`src/hdl/ubtr_defs.svh`:
```
// Register offsets, field positions, reset values and bit-time counts
// for the UART block. Assumes an 8-bit APB byte address.
`ifndef UBTR_DEFS_SVH
`define UBTR_DEFS_SVH
`define UBTR_A_MODE    8'h00
`define UBTR_A_CTRL    8'h04
`define UBTR_A_TXW     8'h08
`define UBTR_A_RXW     8'h0C
`define UBTR_A_DIV     8'h10
`define UBTR_A_ISTAT   8'h14
`define UBTR_A_ICLR    8'h18
`define UBTR_A_IEN     8'h1C
`define UBTR_MODE_STOP2 0
`define UBTR_MODE_PAR   1
`define UBTR_MODE_HS    3
`define UBTR_MODE_ALT   10
`define UBTR_MODE_INFRARED_CODEC_ENABLE  12
`define UBTR_CTRL_TXEN  0
`define UBTR_CTRL_BRK   1
`define UBTR_CTRL_TXSEL 2
`define UBTR_CTRL_RXSEL 4
`define UBTR_CTRL_OVR   6
`define UBTR_IRQ_TX     0
`define UBTR_IRQ_RX     1
`define UBTR_IRQ_ERR    2
`define UBTR_MODE_RST   16'h0000
`define UBTR_DIV_RST    16'h0000
`define UBTR_OVS_LO     5'h10
`define UBTR_OVS_HI     5'h04
`define UBTR_IRPW_LO    5'h03
`define UBTR_IRPW_HI    5'h01
`define UBTR_BREAK_BITS 4'hC
`endif

```
`src/hdl/ubtr_pkg.sv`:
```
// Types shared by the UART block: state encoding and FIFO entry.
// Assumes nothing of its surroundings.
`default_nettype none
package ubtr_pkg;
    typedef enum logic [1:0] {
        UBTR_IDLE  = 2'b00,
        UBTR_START = 2'b01,
        UBTR_DATA  = 2'b11,
        UBTR_STOP  = 2'b10
    } ubtr_state_t;
    typedef struct packed {
        logic       framing_error_flag;
        logic       parity_error_flag;
        logic [8:0] data;
    } ubtr_rxent_t;
endpackage
`default_nettype wire

```
`src/hdl/ubtr_top.sv`:
```
// UART with baud divisor, transmit and receive FIFOs, break, IR codec,
// alternate pins and an APB register slave. Assumes one clock, pclk,
// and pin inputs already synchronous to it.
//
// Our own choices: register access over APB and the address map.
`include "ubtr_defs.svh"
`default_nettype none
module ubtr_top
    import ubtr_pkg::*;
#(
    parameter int DEPTH = 4
) (
    input  wire logic        pclk,
    input  wire logic        presetn,
    input  wire logic        psel,
    input  wire logic        penable,
    input  wire logic        pwrite,
    input  wire logic [7:0]  paddr,
    input  wire logic [31:0] pwdata,
    input  wire logic [3:0]  pstrb,
    output var  logic [31:0] prdata,
    output var  logic        pready,
    output var  logic        pslverr,
    input  wire logic        serial_in_pin,
    input  wire logic        alt_serial_in_pin,
    output var  logic        serial_out_pin,
    output var  logic        alt_serial_out_pin,
    output var  logic        irq
);
    localparam int AW = $clog2(DEPTH);

    // The pointer arithmetic relies on wrap-around of a power of two.
    generate
        if (DEPTH < 2 || (DEPTH & (DEPTH - 1)) != 0) begin : g_chk
            $error("DEPTH must be a power of two of at least 2");
        end
    endgenerate

    logic [15:0]   mode_reg;
    logic [15:0]   div_reg;
    logic [15:0]   bcnt_reg;
    logic          tx_en_reg;
    logic          brk_reg;
    logic [1:0]    txsel_reg;
    logic [1:0]    rxsel_reg;
    logic          ovr_reg;
    logic [2:0]    istat_reg;
    logic [2:0]    ien_reg;
    logic [8:0]    txq [DEPTH];
    ubtr_rxent_t   rxq [DEPTH];
    logic [AW:0]   txw_ptr;
    logic [AW:0]   txr_ptr;
    logic [AW:0]   rxw_ptr;
    logic [AW:0]   rxr_ptr;
    ubtr_state_t   tx_state;
    ubtr_state_t   rx_state;
    logic          tx_arm_reg;
    logic          tx_line_reg;
    logic          tx_brk_reg;
    logic          tx_stop_reg;
    logic [4:0]    tx_sub_reg;
    logic [3:0]    tx_cnt_reg;
    logic [8:0]    tx_sh_reg;
    logic [4:0]    rx_sub_reg;
    logic [3:0]    rx_cnt_reg;
    logic [8:0]    rx_sh_reg;
    logic [4:0]    ir_str_reg;
    logic [31:0]   rdata;
    logic          hit;

    // Mode decode shared by both directions.
    logic       hs, alt, infrared_codec_enable, nine, par_en, odd;
    logic [4:0] ovs_m1, half, irpw;
    assign hs     = mode_reg[`UBTR_MODE_HS];
    assign alt    = mode_reg[`UBTR_MODE_ALT];
    assign infrared_codec_enable   = mode_reg[`UBTR_MODE_INFRARED_CODEC_ENABLE];
    assign nine   = mode_reg[`UBTR_MODE_PAR+:2] == 2'b11;
    assign par_en = ^mode_reg[`UBTR_MODE_PAR+:2];
    assign odd    = mode_reg[`UBTR_MODE_PAR+1];
    assign ovs_m1 = hs ? `UBTR_OVS_HI - 5'h01 : `UBTR_OVS_LO - 5'h01;
    assign half   = {1'b0, ovs_m1[4:1]};
    assign irpw   = hs ? `UBTR_IRPW_HI : `UBTR_IRPW_LO;

    // APB handshake terms; every access is answered after one wait-free
    // access phase.
    logic setup, wr, rd, ctrl_wr, div_wr, tx_en_rise;
    assign setup   = psel & ~penable;
    assign wr      = psel & penable & pready & pwrite;
    assign rd      = psel & penable & pready & ~pwrite;
    assign ctrl_wr = wr & (paddr == `UBTR_A_CTRL) & pstrb[0];
    assign div_wr  = wr & (paddr == `UBTR_A_DIV) & (|pstrb[1:0]);
    assign tx_en_rise = ctrl_wr & pwdata[`UBTR_CTRL_TXEN] & ~tx_en_reg;

    // FIFO occupancy.
    logic [AW:0] tx_n, rx_n;
    logic        tx_full, tx_empty, rx_full, rx_empty;
    assign tx_n     = txw_ptr - txr_ptr;
    assign rx_n     = rxw_ptr - rxr_ptr;
    assign tx_full  = tx_n == (AW+1)'(DEPTH);
    assign tx_empty = tx_n == '0;
    assign rx_full  = rx_n == (AW+1)'(DEPTH);
    assign rx_empty = rx_n == '0;

    // A 9-bit character is only taken from a full halfword write.
    logic tx_push, rx_pop;
    assign tx_push = wr & (paddr == `UBTR_A_TXW) & ~tx_full &
                     (nine ? pstrb[1:0] == 2'b11 : pstrb[0]);
    assign rx_pop  = rd & (paddr == `UBTR_A_RXW) & ~rx_empty;

    ubtr_rxent_t rx_head;
    assign rx_head = rxq[rxr_ptr[AW-1:0]];

    // Read mux and address decode; write-only words read as zero.
    always_comb begin
        rdata = 32'h0000_0000;
        hit   = 1'b1;
        case (paddr)
            `UBTR_A_MODE:  rdata = {16'h0000, mode_reg};
            `UBTR_A_CTRL:  rdata = {19'h0_0000, rx_head.framing_error_flag, rx_head.parity_error_flag,
                                    tx_state == UBTR_IDLE && tx_empty,
                                    tx_full, ~rx_empty, 1'b0, ovr_reg,
                                    rxsel_reg, txsel_reg, brk_reg,
                                    tx_en_reg};
            `UBTR_A_TXW:   rdata = 32'h0000_0000;
            `UBTR_A_RXW:   rdata = {23'h00_0000, rx_head.data};
            `UBTR_A_DIV:   rdata = {16'h0000, div_reg};
            `UBTR_A_ISTAT: rdata = {29'h0000_0000, istat_reg};
            `UBTR_A_ICLR:  rdata = 32'h0000_0000;
            `UBTR_A_IEN:   rdata = {29'h0000_0000, ien_reg};
            default:       hit   = 1'b0;
        endcase
    end

    // APB answer: ready in the access phase, error for unmapped offsets.
    always_ff @(posedge pclk or negedge presetn) begin
        if (!presetn) begin
            pready  <= 1'b0;
            pslverr <= 1'b0;
            prdata  <= 32'h0000_0000;
        end else begin
            pready  <= setup;
            pslverr <= setup & ~hit;
            if (setup && !pwrite) begin
                prdata <= rdata;
            end
        end
    end

    // Software configuration, byte lanes honoured.
    always_ff @(posedge pclk or negedge presetn) begin
        if (!presetn) begin
            mode_reg  <= `UBTR_MODE_RST;
            div_reg   <= `UBTR_DIV_RST;
            tx_en_reg <= 1'b0;
            txsel_reg <= 2'b00;
            rxsel_reg <= 2'b00;
            ien_reg   <= 3'b000;
        end else begin
            if (wr && paddr == `UBTR_A_MODE && pstrb[0]) begin
                mode_reg[7:0] <= pwdata[7:0];
            end
            if (wr && paddr == `UBTR_A_MODE && pstrb[1]) begin
                mode_reg[15:8] <= pwdata[15:8];
            end
            if (wr && paddr == `UBTR_A_DIV && pstrb[0]) begin
                div_reg[7:0] <= pwdata[7:0];
            end
            if (wr && paddr == `UBTR_A_DIV && pstrb[1]) begin
                div_reg[15:8] <= pwdata[15:8];
            end
            if (ctrl_wr) begin
                tx_en_reg <= pwdata[`UBTR_CTRL_TXEN];
                txsel_reg <= pwdata[`UBTR_CTRL_TXSEL+:2];
                rxsel_reg <= pwdata[`UBTR_CTRL_RXSEL+:2];
            end
            if (wr && paddr == `UBTR_A_IEN && pstrb[0]) begin
                ien_reg <= pwdata[2:0];
            end
        end
    end

    // Free-running baud timer; a divisor write or a fresh transmit
    // enable restarts it so the first bit is not shortened.
    logic tick;
    assign tick = bcnt_reg == div_reg;
    always_ff @(posedge pclk or negedge presetn) begin
        if (!presetn) begin
            bcnt_reg <= 16'h0000;
        end else if (div_wr || tx_en_rise) begin
            bcnt_reg <= 16'h0000;
        end else if (tick) begin
            bcnt_reg <= 16'h0000;
        end else begin
            bcnt_reg <= bcnt_reg + 16'h0001;
        end
    end

    // Transmit FIFO storage and pointers.
    logic tx_load;
    assign tx_load = tx_state == UBTR_IDLE && tx_en_reg && !tx_empty;
    always_ff @(posedge pclk or negedge presetn) begin
        if (!presetn) begin
            txw_ptr <= '0;
            txr_ptr <= '0;
        end else begin
            if (tx_push) begin
                txq[txw_ptr[AW-1:0]] <= nine ? pwdata[8:0]
                                             : {1'b0, pwdata[7:0]};
                txw_ptr <= txw_ptr + 1'b1;
            end
            if (tx_load) begin
                txr_ptr <= txr_ptr + 1'b1;
            end
        end
    end

    // Character framing at load; a break replaces the data with zeros.
    logic [8:0] tx_d;
    logic       tx_bit_end, tx_done, brk_done;
    assign tx_d       = txq[txr_ptr[AW-1:0]];
    assign tx_bit_end = tick && !tx_arm_reg && tx_sub_reg == ovs_m1;
    assign tx_done    = tx_state == UBTR_STOP && tx_bit_end && !tx_stop_reg;
    assign brk_done   = tx_done && tx_brk_reg;

    // Transmit shifter: start low, LSB first, parity, stop bits high.
    always_ff @(posedge pclk or negedge presetn) begin
        if (!presetn) begin
            tx_state    <= UBTR_IDLE;
            tx_arm_reg  <= 1'b0;
            tx_line_reg <= 1'b1;
            tx_brk_reg  <= 1'b0;
            tx_stop_reg <= 1'b0;
            tx_cnt_reg  <= 4'h0;
            tx_sh_reg   <= 9'h000;
        end else begin
            case (tx_state)
                UBTR_IDLE: begin
                    tx_line_reg <= 1'b1;
                    if (tx_load) begin
                        tx_state   <= UBTR_START;
                        tx_arm_reg <= 1'b1;
                        tx_brk_reg <= brk_reg;
                        if (brk_reg) begin
                            tx_sh_reg  <= 9'h000;
                            tx_cnt_reg <= `UBTR_BREAK_BITS;
                        end else if (par_en) begin
                            tx_sh_reg  <= {^tx_d[7:0] ^ odd, tx_d[7:0]};
                            tx_cnt_reg <= 4'h9;
                        end else begin
                            tx_sh_reg  <= tx_d;
                            tx_cnt_reg <= nine ? 4'h9 : 4'h8;
                        end
                    end
                end
                UBTR_START: begin
                    if (tx_arm_reg && tick) begin
                        tx_arm_reg  <= 1'b0;
                        tx_line_reg <= 1'b0;
                    end else if (tx_bit_end) begin
                        tx_state    <= UBTR_DATA;
                        tx_line_reg <= tx_sh_reg[0];
                        tx_sh_reg   <= {1'b0, tx_sh_reg[8:1]};
                        tx_cnt_reg  <= tx_cnt_reg - 4'h1;
                    end
                end
                UBTR_DATA: begin
                    if (tx_bit_end && tx_cnt_reg == 4'h0) begin
                        tx_state    <= UBTR_STOP;
                        tx_line_reg <= 1'b1;
                        tx_stop_reg <= mode_reg[`UBTR_MODE_STOP2];
                    end else if (tx_bit_end) begin
                        tx_line_reg <= tx_sh_reg[0];
                        tx_sh_reg   <= {1'b0, tx_sh_reg[8:1]};
                        tx_cnt_reg  <= tx_cnt_reg - 4'h1;
                    end
                end
                UBTR_STOP: begin
                    if (tx_bit_end) begin
                        tx_stop_reg <= 1'b0;
                    end
                    if (tx_done) begin
                        tx_state <= UBTR_IDLE;
                    end
                end
                default: tx_state <= UBTR_IDLE;
            endcase
        end
    end

    // Tick count within the current transmit bit.
    always_ff @(posedge pclk or negedge presetn) begin
        if (!presetn) begin
            tx_sub_reg <= 5'h00;
        end else if (tx_arm_reg || tx_state == UBTR_IDLE) begin
            tx_sub_reg <= 5'h00;
        end else if (tick) begin
            tx_sub_reg <= tx_bit_end ? 5'h00 : tx_sub_reg + 5'h01;
        end
    end

    // Break request: software sets it; a software write in the same
    // cycle as the end of the break wins over the hardware clear.
    always_ff @(posedge pclk or negedge presetn) begin
        if (!presetn) begin
            brk_reg <= 1'b0;
        end else if (ctrl_wr) begin
            brk_reg <= pwdata[`UBTR_CTRL_BRK];
        end else if (brk_done) begin
            brk_reg <= 1'b0;
        end
    end

    // Receive line: pin select, then optional IR pulse stretching.
    logic rx_pin, rx_line;
    assign rx_pin  = alt ? alt_serial_in_pin : serial_in_pin;
    assign rx_line = infrared_codec_enable ? (ir_str_reg == 5'h00 && !rx_pin)
                          : rx_pin;
    always_ff @(posedge pclk or negedge presetn) begin
        if (!presetn) begin
            ir_str_reg <= 5'h00;
        end else if (rx_pin) begin
            ir_str_reg <= ovs_m1;
        end else if (tick && ir_str_reg != 5'h00) begin
            ir_str_reg <= ir_str_reg - 5'h01;
        end
    end

    // Receive sampler: mid-bit sampling, false starts rejected.
    logic       rx_end, rx_push, rx_parity_error_flag;
    ubtr_rxent_t rx_ent;
    assign rx_end  = rx_state == UBTR_STOP && tick && rx_sub_reg == ovs_m1;
    assign rx_push = rx_end && !rx_full;
    assign rx_parity_error_flag = par_en && (rx_sh_reg[8] ^ (^rx_sh_reg[7:0]) ^ odd);
    always_comb begin
        rx_ent.framing_error_flag = ~rx_line;
        rx_ent.parity_error_flag = rx_parity_error_flag;
        if (nine) begin
            rx_ent.data = rx_sh_reg;
        end else if (par_en) begin
            rx_ent.data = {1'b0, rx_sh_reg[7:0]};
        end else begin
            rx_ent.data = {1'b0, rx_sh_reg[8:1]};
        end
    end

    always_ff @(posedge pclk or negedge presetn) begin
        if (!presetn) begin
            rx_state   <= UBTR_IDLE;
            rx_sub_reg <= 5'h00;
            rx_cnt_reg <= 4'h0;
            rx_sh_reg  <= 9'h000;
        end else if (tick) begin
            rx_sub_reg <= rx_sub_reg + 5'h01;
            case (rx_state)
                UBTR_IDLE: begin
                    rx_sub_reg <= 5'h00;
                    if (!rx_line) begin
                        rx_state <= UBTR_START;
                    end
                end
                UBTR_START: begin
                    if (rx_sub_reg == half) begin
                        rx_sub_reg <= 5'h00;
                        rx_cnt_reg <= (nine || par_en) ? 4'h9 : 4'h8;
                        rx_state   <= rx_line ? UBTR_IDLE : UBTR_DATA;
                    end
                end
                UBTR_DATA: begin
                    if (rx_sub_reg == ovs_m1) begin
                        rx_sub_reg <= 5'h00;
                        rx_sh_reg  <= {rx_line, rx_sh_reg[8:1]};
                        rx_cnt_reg <= rx_cnt_reg - 4'h1;
                        if (rx_cnt_reg == 4'h1) begin
                            rx_state <= UBTR_STOP;
                        end
                    end
                end
                UBTR_STOP: begin
                    if (rx_end) begin
                        rx_state <= UBTR_IDLE;
                    end
                end
                default: rx_state <= UBTR_IDLE;
            endcase
        end
    end

    // Receive FIFO; a character arriving while it is full is dropped.
    always_ff @(posedge pclk or negedge presetn) begin
        if (!presetn) begin
            rxw_ptr <= '0;
            rxr_ptr <= '0;
        end else begin
            if (rx_push) begin
                rxq[rxw_ptr[AW-1:0]] <= rx_ent;
                rxw_ptr <= rxw_ptr + 1'b1;
            end
            if (rx_pop) begin
                rxr_ptr <= rxr_ptr + 1'b1;
            end
        end
    end

    // Overrun stays until software writes a zero; a new overrun wins.
    always_ff @(posedge pclk or negedge presetn) begin
        if (!presetn) begin
            ovr_reg <= 1'b0;
        end else if (rx_end && rx_full) begin
            ovr_reg <= 1'b1;
        end else if (ctrl_wr && !pwdata[`UBTR_CTRL_OVR]) begin
            ovr_reg <= 1'b0;
        end
    end

    // Interrupt event selection.
    logic       tx_evt, rx_evt, err_evt;
    logic [2:0] evt, clr;
    always_comb begin
        case (txsel_reg)
            2'b01:   tx_evt = tx_done && tx_empty && !tx_en_rise;
            2'b10:   tx_evt = tx_load && tx_n == (AW+1)'(1);
            default: tx_evt = tx_load;
        endcase
        case (rxsel_reg)
            2'b10:   rx_evt = rx_push && rx_n == (AW+1)'(DEPTH - 2);
            2'b11:   rx_evt = rx_push && rx_n == (AW+1)'(DEPTH - 1);
            default: rx_evt = rx_push;
        endcase
    end
    assign err_evt = (rx_end && rx_full) ||
                     (rx_push && (rx_ent.parity_error_flag || rx_ent.framing_error_flag));
    assign evt = {err_evt, rx_evt, tx_evt | tx_en_rise};
    assign clr = (wr && paddr == `UBTR_A_ICLR && pstrb[0]) ? pwdata[2:0]
                                                           : 3'b000;

    // Sticky status: an event in the clearing cycle is kept.
    always_ff @(posedge pclk or negedge presetn) begin
        if (!presetn) begin
            istat_reg <= 3'b000;
            irq       <= 1'b0;
        end else begin
            istat_reg <= (istat_reg & ~clr) | evt;
            irq       <= |(istat_reg & ien_reg);
        end
    end

    // Pin drivers; the unused pin pair idles high.
    logic tx_val;
    assign tx_val = infrared_codec_enable ? (!tx_line_reg && tx_sub_reg < irpw)
                         : tx_line_reg;
    always_ff @(posedge pclk or negedge presetn) begin
        if (!presetn) begin
            serial_out_pin     <= 1'b1;
            alt_serial_out_pin <= 1'b1;
        end else begin
            serial_out_pin     <= alt ? 1'b1 : tx_val;
            alt_serial_out_pin <= alt ? tx_val : 1'b1;
        end
    end
endmodule
`default_nettype wire

```
`config.mk`:
```
export PLATFORM = sky130hd
export DESIGN_NAME = ubtr_top
export DESIGN_NICKNAME = d
export VERILOG_FILES = /design/src/hdl/ubtr_pkg.sv /design/src/hdl/ubtr_top.sv
export VERILOG_INCLUDE_DIRS = /design/src /design/src/hdl
export SDC_FILE = /design/constraint.sdc
export NUM_CORES = 1
export LEC_CHECK = 0
export BUFFER_PORTS_ARGS = -buffer_cell sky130_fd_sc_hd__clkbuf_2
export CORE_ASPECT_RATIO = 0.5
export CORE_UTILIZATION = 46
export CTS_CLUSTER_SIZE = 10
export DETAILED_ROUTE_END_ITERATION = 7
export SLEW_MARGIN = 20
export SYNTH_ARGS = -nofsm -noshare
export SYNTH_HDL_FRONTEND = slang
export SYNTH_SLANG_ARGS = --single-unit
```
`constraint.sdc`:
```
create_clock -name pclk -period 3.9 [get_ports pclk]
set_clock_uncertainty 0.2 [all_clocks]
set_input_delay 0.78 -clock pclk [delete_from_list [all_inputs] [get_ports pclk]]
set_output_delay 0.78 -clock pclk [all_outputs]
set_load 0.05 [all_outputs]
```
---- After elaboration in Yosys (flattened, before gate mapping) ----
Memories as Yosys holds them, arrays and structs flattened.
Index checks and enable logic that the tools add are counted.
storage, ports and cells
  flip-flop bits (word level) ............. 159
  bits in writable memories ............... 80
  memories kept ........................... 2
memories
  name  words  bits a word  rd ports  clocked after memory_dff  wr ports  RTL line        source
  rxq   4      11           1         0                         1         ubtr_top.sv:50  ubtr_rxent_t rxq [DEPTH];
  txq   4      9            1         0                         1         ubtr_top.sv:49  logic [8:0] txq [DEPTH];
operators by class
  $add $sub $neg .......................... 12
  $lt $le $gt $ge ......................... 1
  eq/ne operators ......................... 42
  multiplexer cells ....................... 76
  bitwise gates (word level) .............. 32
  reduce and logical (&&, ||, !) cells .... 82
operator list
  kind                                                 number
  case mux 16 bit (6 select lines)                     1
  2-to-1 mux 9 bit                                     8
  logical AND 1 bit                                    38
  2-to-1 mux 5 bit                                     7
  equality test 8 x 5 -> 1 bit, second input constant  4
  2-to-1 mux 16 bit                                    2
  2-to-1 mux 4 bit                                     7
  case mux 9 bit (3 select lines)                      1
  inequality test 2 bit, second input constant         13
  2-to-1 mux 1 bit                                     25
  2-to-1 mux 2 bit                                     12
  equality test 2 bit, second input constant           9
  bitwise AND 1 bit                                    17
  adder 16 x 1 -> 16 bit, second input constant        1
  equality test 16 bit                                 1
  equality test 8 x 4 -> 1 bit, second input constant  2
  case mux 2 bit (4 select lines)                      2
  XOR reduction 8 bit                                  2
  case mux 5 bit (3 select lines)                      1
  nonzero test 2 bit                                   7
  adder 3 x 1 -> 3 bit, second input constant          4
  case mux 4 bit (3 select lines)                      1
  adder 5 x 1 -> 5 bit, second input constant          2
  equality test 5 x 4 -> 1 bit                         2
  other kinds (40)                                     76

---- Depth between registers and ports, before layout ----
Gate-level depths: netlist of run 1.
  depth after elaboration ................. 12
  mapped depth ............................ 11
  gate-level depth less buffers ........... 10

---- Least setup slack after synthesis of run 1 ----
No wires, ideal clock.
  path kind ............................... flip-flop to flip-flop
  from .................................... register rxr_ptr[1]
  to ...................................... register rxr_ptr[2]
  arrival time ............................ 2.558 ns
  required time ........................... 3.577 ns
  setup slack ............................. 1.019 ns
  cell stages (with the launch flop) ...... 10
  buffers on the path ..................... 1
  clock period less this slack ............ 2.881 ns
  path through ............................ dfrtp_1 -> clkbuf_1 -> inv_1 -> fa_1 -> xor2_1 -> xnor2_1 -> nor3b_1 -> or4b_1 -> or2_1 -> xnor2_1
between the ends
  word-level cells in the longest chain between the ends .. 4
ends and longest elaborated chain
  item                    RTL line         source
  start, declared         ubtr_top.sv:54   logic [AW:0] rxr_ptr;
  start signal, assigned  ubtr_top.sv:399  rxr_ptr <= rxr_ptr + 1'b1;
  subtractor 3 bit        ubtr_top.sv:98   assign rx_n = rxw_ptr - rxr_ptr;
  logical NOT 3 bit       ubtr_top.sv:102  assign rx_empty = rx_n == '0;
  NOT 1 bit               ubtr_top.sv:108  assign rx_pop = rd & (paddr == `UBTR_A_RXW) & ~rx_empty;
  bitwise AND 1 bit       ubtr_top.sv:108
Several ways; a longest one is shown, not always the timed one.
A chain may end at the register's enable or synchronous reset.

---- Final worst setup path of run 1 ----
  from .................................... register rxw_ptr[0]
  to ...................................... memory rxq[0][7] in the netlist's numbering, enable pin
between the ends
  word-level cells in the longest chain between the ends .. 7
ends and longest elaborated chain
  item                                     RTL line         source
  start, declared                          ubtr_top.sv:53   logic [AW:0] rxw_ptr;
  start signal, assigned                   ubtr_top.sv:396  rxw_ptr <= rxw_ptr + 1'b1;
  subtractor 3 bit                         ubtr_top.sv:98
  equality test 3 bit                      ubtr_top.sv:101  assign rx_full = rx_n == (AW+1)'(DEPTH);
  logical NOT 1 bit                        ubtr_top.sv:332  assign rx_push = rx_end && !rx_full;
  logical AND 1 bit                        ubtr_top.sv:332
  2-to-1 mux 1 bit                         ubtr_top.sv:394  if (rx_push) begin
  logical AND 1 bit (implied by the code)  ubtr_top.sv:395  rxq[rxw_ptr[AW-1:0]] <= rx_ent;
  2-to-1 mux 1 bit (implied by the code)   ubtr_top.sv:395
  end, declared                            ubtr_top.sv:50
Several ways; a longest one is shown, not always the timed one.

==> out/metrics.yaml, run 1 <==
synthesis:
  synth_edf_count: 80
  ys_types: 71
  syn-cell-area_um2: 10600
  synth-main-ff-cell: "dfrtp_1"
  synthCells: 837
  synth_area_leaders: "dfrtp_1 33%, edfxtp_1 23%, mux2_2 6.0%"
  syn_area_per_cell_um2: 12.7
  yosys_register_bits: 223
  yosysSeqAreaShare_pct: 56.5
  yosys.area.top_type_share_pct: 33.1
  yosysWarnings: 0
  async_flop_share_pct: 64.1
  yosysTopAreaCell: "dfrtp_1"
clocking:
  clock-root-buffer: "clkbuf_16"
  cts_setup_buffers: 0
  numCtsBuffers: 26
  clkLatencyLatePin_ps: 530
  ctsHoldBuffers: 0
  cts_max_level: 1
  cts_num_sinks: 223
  clk_pin_slew_ps: 60
  cts-resized-gates: 0
  clock_path_buffers: 3
  cts_tree: "yes"
layout:
  layout_common_cells: "140 x dfrtp_1, 80 x edfxtp_1, 68 x nand2_1, 56 x mux2_2, 52 x clkbuf_2"
  nFillCells: 1899
  fin_nets: 992
  synthToLayoutAreaGrowth_pct: 13.0
  fin_area_um2: 12000
  largest_reg_flops: 44
  final_common_cell: "dfrtp_1"
  drive_gt1_share_pct: 21.1
  diodes: 0
  final_util_pct: 54.1
worst_hold_path:
  min_path_type: "input pin to async pin"
power:
  p_leak_nw: 5.14
  switching_share_pct: 27.9
  cellInternalPower_w: 0.00416
  vdd_drop_max_v: 0.000282
  comb_power_share_pct: 15.0
  clkPwrFrac_pct: 38.1
  power_density_nw_per_um2: 482
  p_seq_share_pct: 46.9
  p_sw_w: 0.00161
die:
  dieHeight_um: 109
  ios: 88
  core_area_um2: 22100
  dieWidth_um: 217
  start_util_pct: 47.9
  die-area_um2: 23700
  row_count: 38
worst_setup_path:
  critical_path.startpoint_type: "flop"
  crit_arrival_ps: 3180
  slowest_stage: "and4_1"
  crit_required_ps: 3920
  max_stage_delay_ps: 480
  cp_cell_sequence: "inv_1, ha_1, inv_1, fa_1, xor2_1, xnor2_1, nand3b_1, and4_1, and3_1, buf_4"
  worstSetupPathType: "flop to flop"
  critical_path.max_fanout: 9
  cpMostUsedCell: "inv_1"
  critPathBufInv: 3
  critPathCaptureType: "flop"
  critical-path-top-delay-family: "simple AND/OR/NAND/NOR gates"
placed_design:
  hpwl_um: 16500
  dpl-instance-area_um2: 11200
  numPortBuffers: 53
  routabilityCongestion: 0.895
timing:
  clock.fmax_mhz: 316
  hold_ws_ps: 32.0
  setup_viol: 0
  max_slew_margin_pct: 31.9
  post-route-period-util_pct: 81.1
  hold_viol_final: 0
  tightest_slew_ps: 1010
  rsz0062_at_grt: "false"
  slew_violations: 0
  tns_ps: 0
  period_needed_ps: 3160
global_routing:
  overflow: 0
  grt_pass1_vias: 6629
  antenna_found_initial: 0
  grt_first_pass_wirelength_um: 36800
  grt_use_total_pct: 20.3
  grt_max_degree: 65
route:
  drtPass1Iterations: 5
  routed_wl_um: 23300
  drc: 0
  vias: 6785
  via_per_inst: 5.51
  avgRoutedWirePerCell_um: 18.9
  dr.first_iter.drc_count: 508
  ant_nets: 0
job:
  cap_violations: 0
outcome:
  status: "complete, no violations"
[final timing paths]
kind	startpoint	to	slack [ps]	cells past startpoint
min	presetn	rx_sh_reg[1]$_DFFE_PN0P_	30	1
max in group asynchronous	presetn	alt_serial_out_pin$_DFF_PN1_	2470	2
max	rxw_ptr[0]$_DFFE_PN0P_	rxq[0][7]$_DFFE_PP_	740	10
min reg2reg	tx_sh_reg[7]$_DFFE_PN0P_	tx_sh_reg[7]$_DFFE_PN0P_	280	2
min in group pclk	tx_sh_reg[7]$_DFFE_PN0P_	tx_sh_reg[7]$_DFFE_PN0P_	280	2
max reg2reg	rxw_ptr[0]$_DFFE_PN0P_	rxq[0][7]$_DFFE_PP_	740	10
[per-stage QoR]
step                worst slack [ps]  std cells  total power [W]
finish                           738       1231          0.00576
global placement                 737       1185          0.00359
detailed placement               704       1185          0.00361
floorplan                       1020        852          0.00336
global route                     531       1231          0.00603
CTS                              693       1231          0.00582
[power groups by stage]
stage                     registers (W)  clock network [W]  logic, W
after detailed placement        0.00274                  0  0.000868
after floorplan                 0.00277                  0  0.000592
final                           0.00270            0.00220  0.000864
after global routing            0.00273            0.00234  0.000960
after CTS                       0.00270            0.00224  0.000872
after global placement          0.00274                  0  0.000846
[synthesized netlist by cell type (all sizes together), types with 4 or more instances]
library cell  count
a22oi            20
nand2b           10
o2bb2ai           5
a21oi            19
ha               26
nor4b             4
nand2            69
xnor2            22
a221oi            5
mux4             20
a21boi            5
nand4            10
nor2             53
and3             19
o31ai             6
inv              34
o21ai            35
xor2             35
nor3             10
buf              28
nor4              7
o22ai             8
nand3b            4
or3b              4
mux2             56
mux2i             7
or2               4
nand3            15
clkbuf           12
a31oi            11
nor2b            14
and4              4
and2              4
dfrtp           140
edfxtp           80
[layer usage]
layer / global-route usage [%] / routed length [um]
met1: 29.8 / 11400
met2: 32.0 / 10600
met3: 3.71 / 1060
met4: 3.87 / 310
met5: 0 / 0
[cells by family (layout without fill, tap and decap cells)]
| group | Yosys count | after routing | share of synthesized area, % |
|---|---|---|---|
| buffers and inverters | 74 | 153 | 3.48 |
| and+or+nand+nor | 240 | 240 | 12.0 |
| AOI/OAI and AO/OA | 128 | 128 | 8.10 |
| muxes | 83 | 83 | 11.0 |
| xor gates and xnor gates | 60 | 60 | 5.42 |
| other | 1 | 16 | 0.0354 |
| DFF | 223 | 223 | 56.5 |
| adders and majority gates | 28 | 28 | 3.45 |
[cell type report]
type	count	area, um2	area share, %
sequential	223	5980	50.0
multi-input combinational	555	4310	36.0
clock buffer	45	743	6.21
timing repair buffer	73	422	3.52
tap	300	375	3.14
inverter	34	128	1.07
clock inverter	1	8.76	0.0732
[worst register-to-register path: cells and delay by family, from the launching register on]
| family | cells | cell delay, ps |
|---|---|---|
| buf+inv | 3 | 420 |
| fa+ha+maj | 2 | 530 |
| simple gates | 3 | 990 |
| xor+xnor | 2 | 320 |
| flops | 1 | 400 |
Note: power is estimated with default switching activity, not from simulation.
==> run 2: changes to the inputs <==
- clock period: 3.9 -> 3.1 ns (I/O delays scaled with it)
==> run 2 against run 1 <==
Global-route usage up 0.25 points. Fmax is 7.4% higher. Clock power grew 25%. Worst setup slack worse by 580 ps. Total power up 26%. Count of clock-buffer cells in the layout fell by 1. Largest power group unchanged. Register-to-register slack lost 580 ps. Flip-flop and latch count did not move. Die area did not move. Critical path depth is the same. Cell count up 0.73%. Core utilization rose by 0.65 points.
==> out/metrics.yaml, run 2 (synthesis results as in run 1) <==
worst_hold_path:
  min_path_type: "input pin to flop"  # was input pin to async pin
  whs_endpoint: "mode_reg[9]$_DFFE_PN0P_"
  hold_depth: 2
  hp-start: "pwdata[9]"
route:
  routed_wl_um: 23600  # was 23,300 um
  dr.first_iter.drc_count: 456  # was 508
  drtPass1Iterations: 5  # unchanged
  ant_nets: 0  # unchanged
  avgRoutedWirePerCell_um: 19.0  # was 18.9 um
  vias: 6731  # was 6,785
  via_per_inst: 5.43  # was 5.51
  drc: 0  # unchanged
die:
  start_util_pct: 47.9  # unchanged
  die-area_um2: 23700  # unchanged
  core_area_um2: 22100  # unchanged
  dieWidth_um: 217  # unchanged
  dieHeight_um: 109  # unchanged
  ios: 88  # unchanged
  row_count: 38  # unchanged
placed_design:
  hpwl_um: 16500  # about the same
  numPortBuffers: 53  # unchanged
  routabilityCongestion: 0.875  # was 0.895
clocking:
  clkLatencyLatePin_ps: 530  # about the same
  clk_pin_slew_ps: 60  # about the same
  cts_max_level: 1  # unchanged
  numCtsBuffers: 26  # unchanged
  cts_setup_buffers: 0  # unchanged
  clock_path_buffers: 3  # unchanged
  clock-root-buffer: "clkbuf_16"  # unchanged
  cts_tree: "yes"  # unchanged
  cts_num_sinks: 223  # unchanged
layout:
  final_common_cell: "dfrtp_1"  # unchanged
  layout_common_cells: "140 x dfrtp_1, 80 x edfxtp_1, 68 x nand2_1, 56 x mux2_2, 52 x clkbuf_2"  # unchanged
  largest_reg_flops: 44  # unchanged
  nFillCells: 1859  # was 1,899
  drive_gt1_share_pct: 22.3  # was 21.1%
  multi_input_area_um2: 4310  # about the same
  synthToLayoutAreaGrowth_pct: 14.3  # was 13.0%
  seq_area_um2: 5980  # unchanged
  fin_nets: 1002  # was 992
  diodes: 0  # unchanged
  final_util_pct: 54.8  # was 54.1%
outcome:
  status: "complete, no violations"  # unchanged
worst_setup_path:
  critical_path.startpoint_type: "flop"  # unchanged
  reg2reg_from: "rxw_ptr[0]$_DFFE_PN0P_"  # unchanged
  worst_r2r_endpoint: "rxr_ptr[2]$_DFFE_PN0P_"  # was rxq[0][7]$_DFFE_PP_
  crit_arrival_ps: 3160  # was 3180 ps
  critical_path.max_fanout: 4  # was 9
  worstSetupPathType: "flop to flop"  # unchanged
  crit_required_ps: 3310  # was 3920 ps
  critPathCaptureType: "flop"  # unchanged
  rr_worst_depth: 10  # unchanged
  rrSetupSlack_ps: 160  # was 740 ps
timing:
  tightest_slew_ps: 1040  # was 1010 ps
  max_slew_margin_pct: 29.7  # was 31.9%
  setup_viol: 0  # unchanged
  hold_ws_ps: 143  # was 32.0 ps
  clock.fmax_mhz: 340  # was 316 MHz
  period_needed_ps: 2940  # was 3160 ps
  hold_viol_final: 0  # unchanged
  post-route-period-util_pct: 95.0  # was 81.1%
  slew_violations: 0  # unchanged
  rsz0062_at_grt: "false"  # unchanged
global_routing:
  overflow: 0  # unchanged
  grt_max_degree: 126  # was 65
  grt_pass1_vias: 6572  # was 6,629
  antenna_found_initial: 0  # unchanged
  grt_first_pass_wirelength_um: 37000  # was 36,800 um
  grt_use_total_pct: 20.6  # was 20.3%
power:
  cellInternalPower_w: 0.00525  # was 0.00416 W
  p_sw_w: 0.00203  # was 0.00161 W
  power_density_nw_per_um2: 601  # was 482 nW/um2
  vdd_drop_max_v: 0.000364  # was 0.000282 V
  comb_power_share_pct: 15.4  # was 15.0%
  clkPwrFrac_pct: 37.9  # was 38.1%
  p_seq_share_pct: 46.7  # was 46.9%
  switching_share_pct: 27.9  # about the same
  p_leak_nw: 5.21  # was 5.14 nW
job:
  cap_violations: 0  # unchanged
run 2: changes by cell type in the layout (fill, tap and decap cells not counted):
cell / change
and3_1: -4
and3_2: +4
and4_1: -1
and4_4: +1
buf_12: +5
buf_4: +4
clkbuf_1: -1
dlygate4sd3_1: +1
run 2: worst max-delay path, stage by stage, from the launching register on:
cell and delay (ps):
dfrtp_1 400, inv_1 160, ha_1 170, inv_1 50, fa_1 370, xor2_1 160
xnor2_1 230, nor3b_1 110, or4b_1 600, or2_1 250, xnor2_1 120
run 2: through the flow:
| stage | setup WS [ps] | setup TNS, ps | instance area [um2] | total power [W] | cells |
|---|---|---|---|---|---|
| 3_3_place_gp | -0.648 | -3.36 | 11300 | 0.00454 | 1194 |
| 3_5_place_dp | -42.1 | -1650 | 11300 | 0.00458 | 1194 |
| 4_1_cts | 52.6 | 0 | 12100 | 0.00735 | 1240 |
| 2_1_floorplan | 219 | 0 | 10700 | 0.00423 | 852 |
| 5_1_grt | 27.2 | 0 | 12100 | 0.00762 | 1240 |
| 6_report | 156 | 0 | 12100 | 0.00728 | 1240 |
run 2: area by class of cell:
type	count	area share [%]
Clock buffer	44	6.11
Clock inverter	1	0.0723
Inverter	34	1.05
Multi-Input combinational cell	555	35.6
Sequential cell	223	49.4
Tap cell	300	3.10
Timing Repair Buffer	83	4.64
run 2: worst max-delay path by stage:
stage / from / end / slack, ps
after floorplan: rxr_ptr[1]$_DFFE_PN0P_ / rxr_ptr[2]$_DFFE_PN0P_ / 220
after global placement: rxw_ptr[0]$_DFFE_PN0P_ / rxq[3][7]$_DFFE_PP_ / -0.6
after detailed placement: rxw_ptr[0]$_DFFE_PN0P_ / rxq[3][7]$_DFFE_PP_ / -40
after CTS: rxw_ptr[0]$_DFFE_PN0P_ / rxq[3][9]$_DFFE_PP_ / 50
after global routing: rxw_ptr[0]$_DFFE_PN0P_ / rxq[3][9]$_DFFE_PP_ / 30
final: rxw_ptr[0]$_DFFE_PN0P_ / rxr_ptr[2]$_DFFE_PN0P_ / 160
run 2: layer usage:
metal  global-route usage [%]  vias up  routed length [um]
li1                         -     3198                   -
met1                     30.9     3390               12000
met2                     31.4      114               10500
met3                     3.40       29                 782
met4                     4.73        0                 367
met5                        0        -                   0
run 2: power groups by stage:
stage | logic [W] | clock network, W | registers [W]
floorplan | 0.000744 | 0 | 0.00349
detailed placement | 0.00113 | 0 | 0.00345
global route | 0.00125 | 0.00294 | 0.00343
CTS | 0.00113 | 0.00282 | 0.00340
finish | 0.00112 | 0.00276 | 0.00340
global placement | 0.00110 | 0 | 0.00345
run 2: what timing repair did:
action,CTS,global route
hold buffers,1,0
setup endpoints to repair,44,80
endpoints found under the hold margin,18,0
gates resized for setup,1,5
